File: src/hdl/smbc_defines.vh
// Overview of operation
// - eight banks, each configurable as 8, 16 or 32 bits wide, any memory type
// - one bank select output per bank, polarity programmable per bank
// - only addresses with top three bits 010 are external accesses
// - address bits 28 to 26 pick the bank and assert its select
// - address bits 25 and 24 ignored, so those values mirror the bank
// - address bits 23 to 0 drive the 24-bit external address
// - active-low write strobe on writes, active-low output enable on reads
// - four byte-lane strobes mark active bytes of the 32-bit data bus
// - per-bank setting lets byte-lane strobes assert on reads too
// - per-bank turnaround idle count from one to 16 cycles
// - read followed by write on the same bank inserts the idle cycles
// - separate read and write wait-state counts up to 31 cycles
// - burst ROM uses first-beat and subsequent-beat wait counts
// - burst reads enabled or disabled per bank
// - page-mode reads on clockless memories via subsequent-beat timing
// - write-protected bank never sees a write strobe
// - everything runs on one clock, counts in clock periods
`ifndef SMBC_DEFINES_VH
`define SMBC_DEFINES_VH
`define SMBC_BASE_HI 31
`define SMBC_BASE_LO 29
`define SMBC_BASE_VAL 3'b010
`define SMBC_BANK_HI 28
`define SMBC_BANK_LO 26
`define SMBC_ADDR_HI 23
`define SMBC_WIDTH_8 2'b00
`define SMBC_WIDTH_16 2'b01
`define SMBC_WIDTH_32 2'b10
`define SMBC_WS_W 5
`define SMBC_IDLE_W 4
`endif

File: src/hdl/smbc_cfg_mem.v
`timescale 1ns/100ps
// per-bank configuration store, registered read
module smbc_cfg_mem #(
  parameter WIDTH = 32,
  parameter DEPTH = 8,
  parameter AW = 3
) (
  // clock
  input wire i_sys_clk,
  // write port
  input wire i_we,
  input wire [AW-1:0] i_waddr,
  input wire [WIDTH-1:0] i_wdata,
  // read port
  input wire [AW-1:0] i_raddr,
  output reg [WIDTH-1:0] o_rdata
);
  reg [WIDTH-1:0] mem [0:DEPTH-1];
  always @(posedge i_sys_clk) begin
    if (i_we) begin
      mem[i_waddr] <= i_wdata;
    end
    o_rdata <= mem[i_raddr];
  end
endmodule // smbc_cfg_mem

File: src/hdl/smbc_ctrl.v
`timescale 1ns/100ps
`include "smbc_defines.vh"
// config word layout (bits):
// [1:0] width, [2] unused (select polarity from i_cs_pol), [3] read byte lanes, [7:4] idle-1,
// [12:8] read wait, [17:13] write wait, [22:18] first burst wait,
// [27:23] subsequent burst wait, [28] burst enable, [29] write protect
module smbc_ctrl #(
  parameter NBANK = 8,
  parameter CFG_W = 30
) (
  // clock and reset
  input wire i_sys_clk,
  input wire i_rst_b,
  // configuration port
  input wire i_cfg_we,
  input wire [2:0] i_cfg_bank,
  input wire [CFG_W-1:0] i_cfg_data,
  input wire [NBANK-1:0] i_cs_pol,
  // system bus request
  input wire i_req,
  input wire i_write,
  input wire [31:0] i_addr,
  input wire [3:0] i_byte_en,
  input wire [31:0] i_wdata,
  input wire i_burst_next,
  // system bus answer
  output reg o_wait,
  output reg o_done,
  output reg o_err,
  output reg [31:0] o_rdata,
  // external memory pins
  output reg [NBANK-1:0] o_bank_select_out,
  output reg [3:0] o_byte_lane_strobe,
  output reg o_we_b,
  output reg o_oe_b,
  output reg [23:0] o_addr,
  output reg [31:0] o_data_out,
  output reg o_data_oe,
  input wire [31:0] i_data_in
);
  localparam ST_IDLE = 6'b000001;
  localparam ST_CFG = 6'b000010;
  localparam ST_TURN = 6'b000100;
  localparam ST_ACC = 6'b001000;
  localparam ST_DONE = 6'b010000;
  localparam ST_BEAT = 6'b100000;

  reg [5:0] state_r;
  reg [4:0] cnt_r;
  reg [2:0] bank_r;
  reg [2:0] last_bank_r;
  reg last_rd_r;
  reg wr_r;
  reg [31:0] data_sync1_r;
  reg [31:0] data_sync2_r;
  wire [CFG_W-1:0] cfg;
  wire [2:0] req_bank = i_addr[`SMBC_BANK_HI:`SMBC_BANK_LO];
  // look up the requested bank while idle so its config is ready in ST_CFG
  wire [2:0] cfg_raddr = (state_r == ST_IDLE) ? req_bank : bank_r;
  wire is_ext = (i_addr[`SMBC_BASE_HI:`SMBC_BASE_LO] == `SMBC_BASE_VAL);
  wire [1:0] c_width = cfg[1:0];
  wire c_rd_lanes = cfg[3];
  wire [3:0] c_idle = cfg[7:4];
  wire [4:0] c_rws = cfg[12:8];
  wire [4:0] c_wws = cfg[17:13];
  wire [4:0] c_bfirst = cfg[22:18];
  wire [4:0] c_bnext = cfg[27:23];
  wire c_burst = cfg[28];
  wire c_wprot = cfg[29];
  reg [3:0] lanes;

  smbc_cfg_mem #(.WIDTH(CFG_W), .DEPTH(NBANK), .AW(3)) u_cfg (
    .i_sys_clk(i_sys_clk),
    .i_we(i_cfg_we),
    .i_waddr(i_cfg_bank),
    .i_wdata(i_cfg_data),
    .i_raddr(cfg_raddr),
    .o_rdata(cfg)
  );

  // narrow banks use only the low lanes
  always @* begin
    case (c_width)
      `SMBC_WIDTH_8: lanes = i_byte_en & 4'h1;
      `SMBC_WIDTH_16: lanes = i_byte_en & 4'h3;
      default: lanes = i_byte_en;
    endcase
  end

  // read data is a pin input from outside
  always @(posedge i_sys_clk or negedge i_rst_b) begin
    if (!i_rst_b) begin
      data_sync1_r <= 32'h0;
      data_sync2_r <= 32'h0;
    end else begin
      data_sync1_r <= i_data_in;
      data_sync2_r <= data_sync1_r;
    end
  end

  always @(posedge i_sys_clk or negedge i_rst_b) begin
    if (!i_rst_b) begin
      state_r <= ST_IDLE;
      cnt_r <= 5'h0;
      bank_r <= 3'h0;
      last_bank_r <= 3'h0;
      last_rd_r <= 1'b0;
      wr_r <= 1'b0;
      o_wait <= 1'b0;
      o_done <= 1'b0;
      o_err <= 1'b0;
      o_rdata <= 32'h0;
      o_bank_select_out <= 8'h0;
      o_byte_lane_strobe <= 4'h0;
      o_we_b <= 1'b1;
      o_oe_b <= 1'b1;
      o_addr <= 24'h0;
      o_data_out <= 32'h0;
      o_data_oe <= 1'b0;
    end else begin
      o_done <= 1'b0;
      o_err <= 1'b0;
      case (state_r)
        ST_IDLE: begin
          o_bank_select_out <= ~i_cs_pol;
          if (i_req) begin
            if (is_ext) begin
              bank_r <= req_bank;
              wr_r <= i_write;
              o_addr <= i_addr[`SMBC_ADDR_HI:0];
              o_data_out <= i_wdata;
              o_wait <= 1'b1;
              state_r <= ST_CFG;
            end else begin
              o_err <= 1'b1;
            end
          end
        end
        ST_CFG: begin
          // config read data now valid for bank_r
          if (wr_r && last_rd_r && (last_bank_r == bank_r)) begin
            cnt_r <= {1'b0, c_idle};
            state_r <= ST_TURN;
          end else begin
            cnt_r <= wr_r ? c_wws : (c_burst ? c_bfirst : c_rws);
            state_r <= ST_ACC;
            o_bank_select_out <= ~i_cs_pol ^ (8'h1 << bank_r);
            o_byte_lane_strobe <= (wr_r || c_rd_lanes) ? lanes : 4'h0;
            o_we_b <= ~(wr_r && !c_wprot);
            o_oe_b <= wr_r;
            o_data_oe <= wr_r && !c_wprot;
          end
        end
        ST_TURN: begin
          if (cnt_r == 5'h0) begin
            cnt_r <= c_wws;
            state_r <= ST_ACC;
            o_bank_select_out <= ~i_cs_pol ^ (8'h1 << bank_r);
            o_byte_lane_strobe <= lanes;
            o_we_b <= c_wprot;
            o_oe_b <= 1'b1;
            o_data_oe <= !c_wprot;
          end else begin
            cnt_r <= cnt_r - 5'h1;
          end
        end
        ST_ACC: begin
          if (cnt_r == 5'h0) begin
            state_r <= ST_DONE;
          end else begin
            cnt_r <= cnt_r - 5'h1;
          end
        end
        ST_DONE: begin
          // two extra edges cover the data synchroniser
          if (cnt_r == 5'h2) begin
            o_rdata <= data_sync2_r;
            o_done <= 1'b1;
            cnt_r <= 5'h0;
            last_bank_r <= bank_r;
            last_rd_r <= !wr_r;
            if (!wr_r && c_burst && i_burst_next) begin
              state_r <= ST_BEAT;
            end else begin
              o_wait <= 1'b0;
              o_bank_select_out <= ~i_cs_pol;
              o_byte_lane_strobe <= 4'h0;
              o_we_b <= 1'b1;
              o_oe_b <= 1'b1;
              o_data_oe <= 1'b0;
              state_r <= ST_IDLE;
            end
          end else begin
            cnt_r <= cnt_r + 5'h1;
          end
        end
        ST_BEAT: begin
          // next sequential beat keeps select and oe asserted
          o_addr <= o_addr + 24'h4;
          cnt_r <= c_bnext;
          state_r <= ST_ACC;
        end
        default: begin
          state_r <= ST_IDLE;
        end
      endcase
    end
  end
endmodule // smbc_ctrl

File: config.mk
export PLATFORM = sky130hd
export DESIGN_NAME = smbc_ctrl
export DESIGN_NICKNAME = d
export VERILOG_FILES = /design/src/hdl/smbc_cfg_mem.v /design/src/hdl/smbc_ctrl.v
export VERILOG_INCLUDE_DIRS = /design/src /design/src/hdl
export SDC_FILE = /design/constraint.sdc
export NUM_CORES = 1
export LEC_CHECK = 0
export BUFFER_PORTS_ARGS = -buffer_cell sky130_fd_sc_hd__buf_2
export CAP_MARGIN = 20
export CORE_UTILIZATION = 55
export DETAILED_ROUTE_END_ITERATION = 16
export PLACE_DENSITY_LB_ADDON = 0.25
export SYNTH_ARGS = -nofsm -noshare
export SYNTH_HDL_FRONTEND = slang
export SYNTH_HIERARCHICAL = 1
export SYNTH_SLANG_ARGS = --single-unit
File: constraint.sdc
create_clock -name i_sys_clk -period 3.25 [get_ports i_sys_clk]
set_input_delay 0.1625 -clock i_sys_clk [delete_from_list [all_inputs] [get_ports i_sys_clk]]
set_output_delay 0.1625 -clock i_sys_clk [all_outputs]
set_load 0.02 [all_outputs]
==> key figures, run 1 <==
Global route
  – GRT overflow: 0
  – Initial antenna violation count: 3
  – Largest net degree at the start of global routing: 96
  – GRT Total Usage: 0.2416
  – Vias in the first global route: 11210
  – First-pass GRT wire length: 60620 um

Worst setup path
  – Crit Path Category: reg2reg
  – Reg2reg start: state_r[5]
  – Critical path arrival: 3.26 ns
  – R2r endpoint: u_cfg/o_rdata[0]
  – Startpoint types: flip-flop
  – Critical path required time: 3.67 ns
  – Worst-path fanout max: 52
  – R2R cell count: 6
  – Setup crit end kind: flip-flop
  – R2r setup slk: 0.41 ns

Layout
  – Final non-filler cell total: 1966
  – Syn-to-layout area delta: 25.76%
  – Share of cells above drive strength 1: 0.2623
  – Nets@finish: 1684
  – Fillcell total: 2067

Clock network
  – Hold-fix buffers, CTS: 134
  – Post-CTS setup buffers: 0
  – H-Tree Depth: 2
  – Post-CTS resize count: 0
  – Clock tree root buffer cell: clkbuf_16
  – CTS buffer count: 44
  – CTS tree: yes
  – Worst-path clk slew: 0.06 ns
  – Maximum root-to-sink buffer count: 3
  – Clock Latency Late Sink: 0.56 ns
  – Clock Sinks: 450

Place
  – PortBufs: 249
  – Placed wire-length estimate: 22570 um
  – Final GP Congestion: 0.8897
  – Placed cells: 1748

Route
  – Via count of the routed design: 10830
  – Initial DRC count: 635
  – Antenna-violating nets left: 0
  – DRT Pass-1 Iters: 5
  – Final wirelength: 38450 um
  – WL per Instance: 19.55 um
  – Residual DRC: 0
  – Vias per cell: 5.509

Yosys
  – Syn Area/Cell: 15.37 um^2
  – Synthesized Nets: 1286
  – Cell Area, Synth: 17430 um^2
  – Synth Instances: 1134
  – Synth warn: 6

STA
  – Crit path time final: 2.838 ns
  – Fin. max-slew vios: 0
  – Setup-failing EPs final: 0
  – Setup TNS: 0 ns
  – Max_slew headroom: 0.4537
  – Final hold violation count: 0
  – RSZ-0062 raised after global routing: no
  – Pin slew with the least headroom to its limit: 0.8194 ns
  – Fmax: 352.4 MHz
  – Final Cycle Share: 0.8731
  – Setup Skew: 0.02779 ns

Power and ir drop
  – Sw Share: 0.2439
  – Internal power: 10.04 mW
  – Pwr Density: 605.6 nW/um^2
  – Clk network pwr share: 0.376
  – Logic pwr share: 0.120
  – Leakage Power: 9.083 nW
  – Seq pwr share: 0.504
  – Peak supply drop: 0.4844 mV
  – Switching pwr: 3.237 mW

Die
  – Area of the core: 30910 um^2
  – FP Rows: 64
  – Initial Utilization: 0.5639
  – Die height: 180.0 um
  – Die ar.: 32410 um^2
  – # IOs: 253
  – Die W: 180.0 um

Outcome
  – Status: finished, final reports clean

Run
  – Max Cap Violations: 0

Min path
  – Min-Delay Path Depth: 3
  – Worst Hold Class: in2reg
  – Hold_sp: i_burst_next
  – Worst Hold End: state_r[5]
-- placed cells by master (no fill, tap or decap), types with 8 or more instances in the layout --
cell type / instances
a211oi_1: 12
a21oi_1: 20
and3_1: 10
buf_2: 248
buf_4: 20
clkbuf_1: 12
clkbuf_16: 45
clkbuf_8: 10
dfrtp_1: 186
dfxtp_1: 29
dlygate4sd3_1: 134
edfxtp_1: 232
inv_1: 10
mux2_2: 36
mux2i_1: 9
mux4_1: 58
nand2_1: 257
nand3_1: 9
nand4_1: 8
nor2_1: 32
nor3_1: 16
o21ai_0: 17
xor2_1: 11
-- power groups by stage --
| stage | Combinational (mW) | Clock (mW) | Sequential, mW |
|---|---|---|---|
| 2_1_floorplan | 0.689 | 0 | 6.94 |
| 3_3_place_gp | 1.42 | 0 | 6.77 |
| 3_5_place_dp | 1.45 | 0 | 6.79 |
| 4_1_cts | 1.59 | 5.08 | 6.68 |
| 5_1_grt | 1.73 | 5.31 | 6.73 |
| 6_report | 1.60 | 4.99 | 6.69 |
-- worst max-delay path, cell delays in order (launching register included) --
cell	delay (ns)
dfrtp_1	0.52
nor4_4	0.27
nand2_1	0.23
mux2_2	0.42
buf_12	0.35
mux4_1	0.62
mux2_2	0.28
-- worst max path at each step --
| stage | startpoint | to | depth (start not counted) | slack [ns] |
|---|---|---|---|---|
| finish | state_r[5] | u_cfg/o_rdata[0] | 6 | 0.41 |
| global route | state_r[5] | u_cfg/o_rdata[0] | 6 | 0.22 |
| CTS | state_r[5] | u_cfg/o_rdata[0] | 6 | 0.41 |
| global placement | state_r[0] | u_cfg/o_rdata[8] | 6 | 0.53 |
| floorplan | i_cfg_bank[2] | u_cfg/mem[0][0] | 2 | 0.45 |
| detailed placement | state_r[5] | u_cfg/o_rdata[23] | 6 | 0.45 |
-- per-stage QoR --
step	power, mW	area [um^2]	hold slack [ns]	utilization	setup WS (ns)
finish	13.27	21920	0.01546	0.7091	0.4124
CTS	13.35	21910	0.005736	0.7089	0.4127
global route	13.77	21920	0.02361	0.7091	0.2175
global placement	8.186	19120	0.2713	0.6185	0.5339
floorplan	7.634	17430	-0.1331	-	0.4514
detailed placement	8.240	19120	0.2718	0.6185	0.4479
-- layout make-up --
type / count / area, um^2 / share of cell area
flip-flops and latches: 450 / 12280 / 0.5603
multi-input cells: 617 / 4811 / 0.2195
repair buffers: 407 / 2826 / 0.1290
clock buffers: 66 / 1295 / 0.05908
well taps: 396 / 495.5 / 0.02261
clock inverters: 15 / 157.7 / 0.007193
inverters: 12 / 45.04 / 0.002055
diodes: 3 / 7.507 / 0.0003425
-- state kept, by name (all words and copies together) (netlist names), 4 cells and up --
signal / count
data_sync1_r: 32
cnt_r: 5
o_rdata: 32
data_sync2_r: 32
o_bank_select_out: 8
o_addr: 24
u_cfg/mem: 232
o_byte_lane_strobe: 4
u_cfg/o_rdata: 29
o_data_out: 32
state_r: 6
-- per-layer routing --
| layer | part of all wire | vias up | GRT usage |
|---|---|---|---|
| met4 | 0.040 | 0 | 0.1115 |
| li1 | - | 5011 | - |
| met5 | 0 | - | 0 |
| met1 | 0.41 | 5320 | 0.3092 |
| met3 | 0.060 | 105 | 0.04588 |
| met2 | 0.49 | 394 | 0.4036 |
Note: power is estimated with default switching activity, not from simulation.
==> run 2, diff against run 1 <==
--- a/config.mk
+++ b/config.mk
@@ -10,6 +10,7 @@
 export CAP_MARGIN = 20
 export CORE_UTILIZATION = 55
 export DETAILED_ROUTE_END_ITERATION = 16
+export HOLD_SLACK_MARGIN = 0.12
 export PLACE_DENSITY_LB_ADDON = 0.25
 export SYNTH_ARGS = -nofsm -noshare
 export SYNTH_HDL_FRONTEND = slang
==> key figures, run 2 (synthesized netlist as in run 1, its figures left out) <==
Outcome
  – Status: finished, final reports clean

Global route
  – Largest net degree at the start of global routing: 96 (unchanged)
  – GRT Total Usage: 0.2435 (+0.001856)
  – Initial antenna violation count: 3 (unchanged)
  – First-pass GRT wire length: 61090 um (+0.77%)
  – GRT overflow: 0 (unchanged)
  – Vias in the first global route: 11230 (+0.21%)

Route
  – Final wirelength: 38830 um (+0.99%)
  – Initial DRC count: 668 (+5.2%)
  – Residual DRC: 0 (unchanged)
  – DRT Pass-1 Iters: 7 (+2)
  – Vias per cell: 5.512 (about the same)
  – WL per Instance: 19.72 um (+0.84%)
  – Antenna-violating nets left: 0 (unchanged)
  – Via count of the routed design: 10850 (+0.22%)

Clock network
  – Clock tree root buffer cell: clkbuf_16
  – Clock Latency Late Sink: 0.56 ns (about the same)
  – H-Tree Depth: 2 (unchanged)
  – Post-CTS resize count: 0 (unchanged)
  – Post-CTS setup buffers: 0 (unchanged)
  – CTS tree: yes
  – Clock Sinks: 450 (unchanged)
  – Worst-path clk slew: 0.07 ns (about the same)
  – CTS buffer count: 44 (unchanged)
  – Maximum root-to-sink buffer count: 3 (unchanged)

Power and ir drop
  – Internal power: 10.04 mW (about the same)
  – Clk network pwr share: 0.376 (about the same)
  – Logic pwr share: 0.121 (about the same)
  – Seq pwr share: 0.504 (about the same)
  – Sw Share: 0.2441 (about the same)
  – Switching pwr: 3.242 mW (+0.14%)
  – Peak supply drop: 0.4853 mV (+0.19%)
  – Leakage Power: 9.096 nW (+0.14%)
  – Pwr Density: 605.1 nW/um^2 (about the same)

Worst setup path
  – Worst setup path start: state_r[5]
  – Worst path depth: 6 (unchanged)
  – Worst-path fanout max: 52 (unchanged)
  – Worst path top cell family by delay: multiplexers
  – CP max stage cell: mux4_1
  – Reg2reg start: state_r[5]
  – Setup crit end kind: flip-flop
  – Worst path max stage delay: 0.62 ns (about the same)
  – Crit path cell chain: nor4_4, nand2_1, mux2_2, buf_12, mux4_1, mux2_2
  – Critical path arrival: 3.24 ns (-0.02 ns)
  – R2R cell count: 6 (unchanged)
  – Crit-path most repeated cell: mux2_2
  – Startpoint types: flip-flop
  – Worst Path Buf+Inv: 1 (unchanged)
  – Critical path required time: 3.67 ns (about the same)
  – Crit Path Category: reg2reg

Place
  – Final GP Congestion: 0.8897 (unchanged)
  – Placed wire-length estimate: 22570 um (unchanged)
  – PortBufs: 249 (unchanged)
  – Pre-CTS WS: 0.4479 ns (unchanged)

Layout
  – Max reg flops: 232 (unchanged)
  – Fillcell total: 2060 (-0.34%)
  – Share of cells above drive strength 1: 0.2618 (-0.0005012)
  – Syn-to-layout area delta: 25.93%
  – Most flops, register: u_cfg/mem
  – Nets@finish: 1687 (+0.18%)
  – Most frequent cells in the layout: nand2_1 (257), buf_2 (248), edfxtp_1 (232)
  – Commonest non-fill, non-tap cell in the layout: nand2_1

STA
  – Pin slew with the least headroom to its limit: 0.8219 ns (+0.002469 ns)
  – Setup Skew: 0.02592 ns (-0.001870 ns)
  – Final Cycle Share: 0.8680 (-0.005060)
  – Worst Slack Setup Final: 0.4289 ns (+0.01644 ns)
  – Fmax: 354.5 MHz (+0.58%)
  – Setup-failing EPs final: 0 (unchanged)
  – Hold Slack: 0.2268 ns (+0.2113 ns)
  – Max_slew headroom: 0.4521 (-0.001646)
  – RSZ-0062 raised after global routing: no
  – Setup TNS: 0 ns (unchanged)
  – Crit path time final: 2.821 ns (-0.01645 ns)
  – Fin. max-slew vios: 0 (unchanged)
  – Final hold violation count: 0 (unchanged)

Die
  – Initial Utilization: 0.5639 (unchanged)
  – Area of the core: 30910 um^2 (unchanged)
  – Die height: 180.0 um (unchanged)
  – # IOs: 253 (unchanged)
  – Die ar.: 32410 um^2 (unchanged)
  – FP Rows: 64 (unchanged)
  – Die W: 180.0 um (unchanged)

Run
  – Max Cap Violations: 0 (unchanged)

Min path
  – Hold_sp: i_cfg_bank[0]
  – Worst Hold Class: in2reg
  – Min-Delay Path Depth: 3 (unchanged)
run 2: cell types whose count changed in the layout (fill, tap and decap cells not counted):
cell	before	now
dlygate4sd3_1	134	137
run 2: cell type report:
type	instances	area, um^2	share of cell area
flip-flops and latches	450	12280	0.5595
multi-input cells	617	4811	0.2192
repair buffers	410	2856	0.1301
clock buffers	66	1295	0.05900
well taps	396	495.5	0.02257
clock inverters	15	157.7	0.007183
inverters	12	45.04	0.002052
diodes	3	7.507	0.0003420
run 2: stage by stage:
step / cell area [um^2] / util / instances / power, mW
2_1_floorplan: 17430 / - / 1134 / 7.634
3_3_place_gp: 19120 / 0.6185 / 1748 / 8.186
3_5_place_dp: 19120 / 0.6185 / 1748 / 8.240
4_1_cts: 21940 / 0.7098 / 1966 / 13.35
5_1_grt: 21950 / 0.7101 / 1969 / 13.77
6_report: 21950 / 0.7101 / 1969 / 13.28
run 2: what timing repair did:
| item | 4_1_cts | 5_1_grt |
|---|---|---|
| hold endpoints to repair | 431 | 0 |
| hold buffers | 137 | 0 |
| setup endpoints to repair | 0 | 0 |
run 2: path summary, 6_finish.rpt:
check / end / slack [ns]
worst max-delay path: u_cfg/o_rdata[0] / 0.43
worst min-delay path: u_cfg/mem[1][3] / 0.23
worst max register to register: u_cfg/o_rdata[0] / 0.43
worst min register to register: data_sync2_r[31] / 0.34
max in group asynchronous: o_we_b / 2.07
min in group asynchronous: o_rdata[7] / 0.25
run 2: power groups by stage:
stage | clock network, mW | logic, mW | registers, mW
finish | 4.99 | 1.60 | 6.69
global route | 5.31 | 1.73 | 6.73
floorplan | 0 | 0.689 | 6.94
CTS | 5.08 | 1.60 | 6.68
detailed placement | 0 | 1.45 | 6.79
global placement | 0 | 1.42 | 6.77
run 2: worst register-to-register path: stages, from the launching register on:
cell and delay (ns):
dfrtp_1 0.51, nor4_4 0.26, nand2_1 0.23, mux2_2 0.42, buf_12 0.35, mux4_1 0.64, mux2_2 0.28
run 2: routing by layer:
layer  track usage  wire length, um  share of wire  vias to the layer above
li1              -                -              -                     5016
met1        0.3097            15950           0.41                     5366
met2        0.4104            18990           0.49                      362
met3       0.04689             2338          0.060                      110
met4        0.1074             1550          0.040                        0
met5             0                0              0                        -
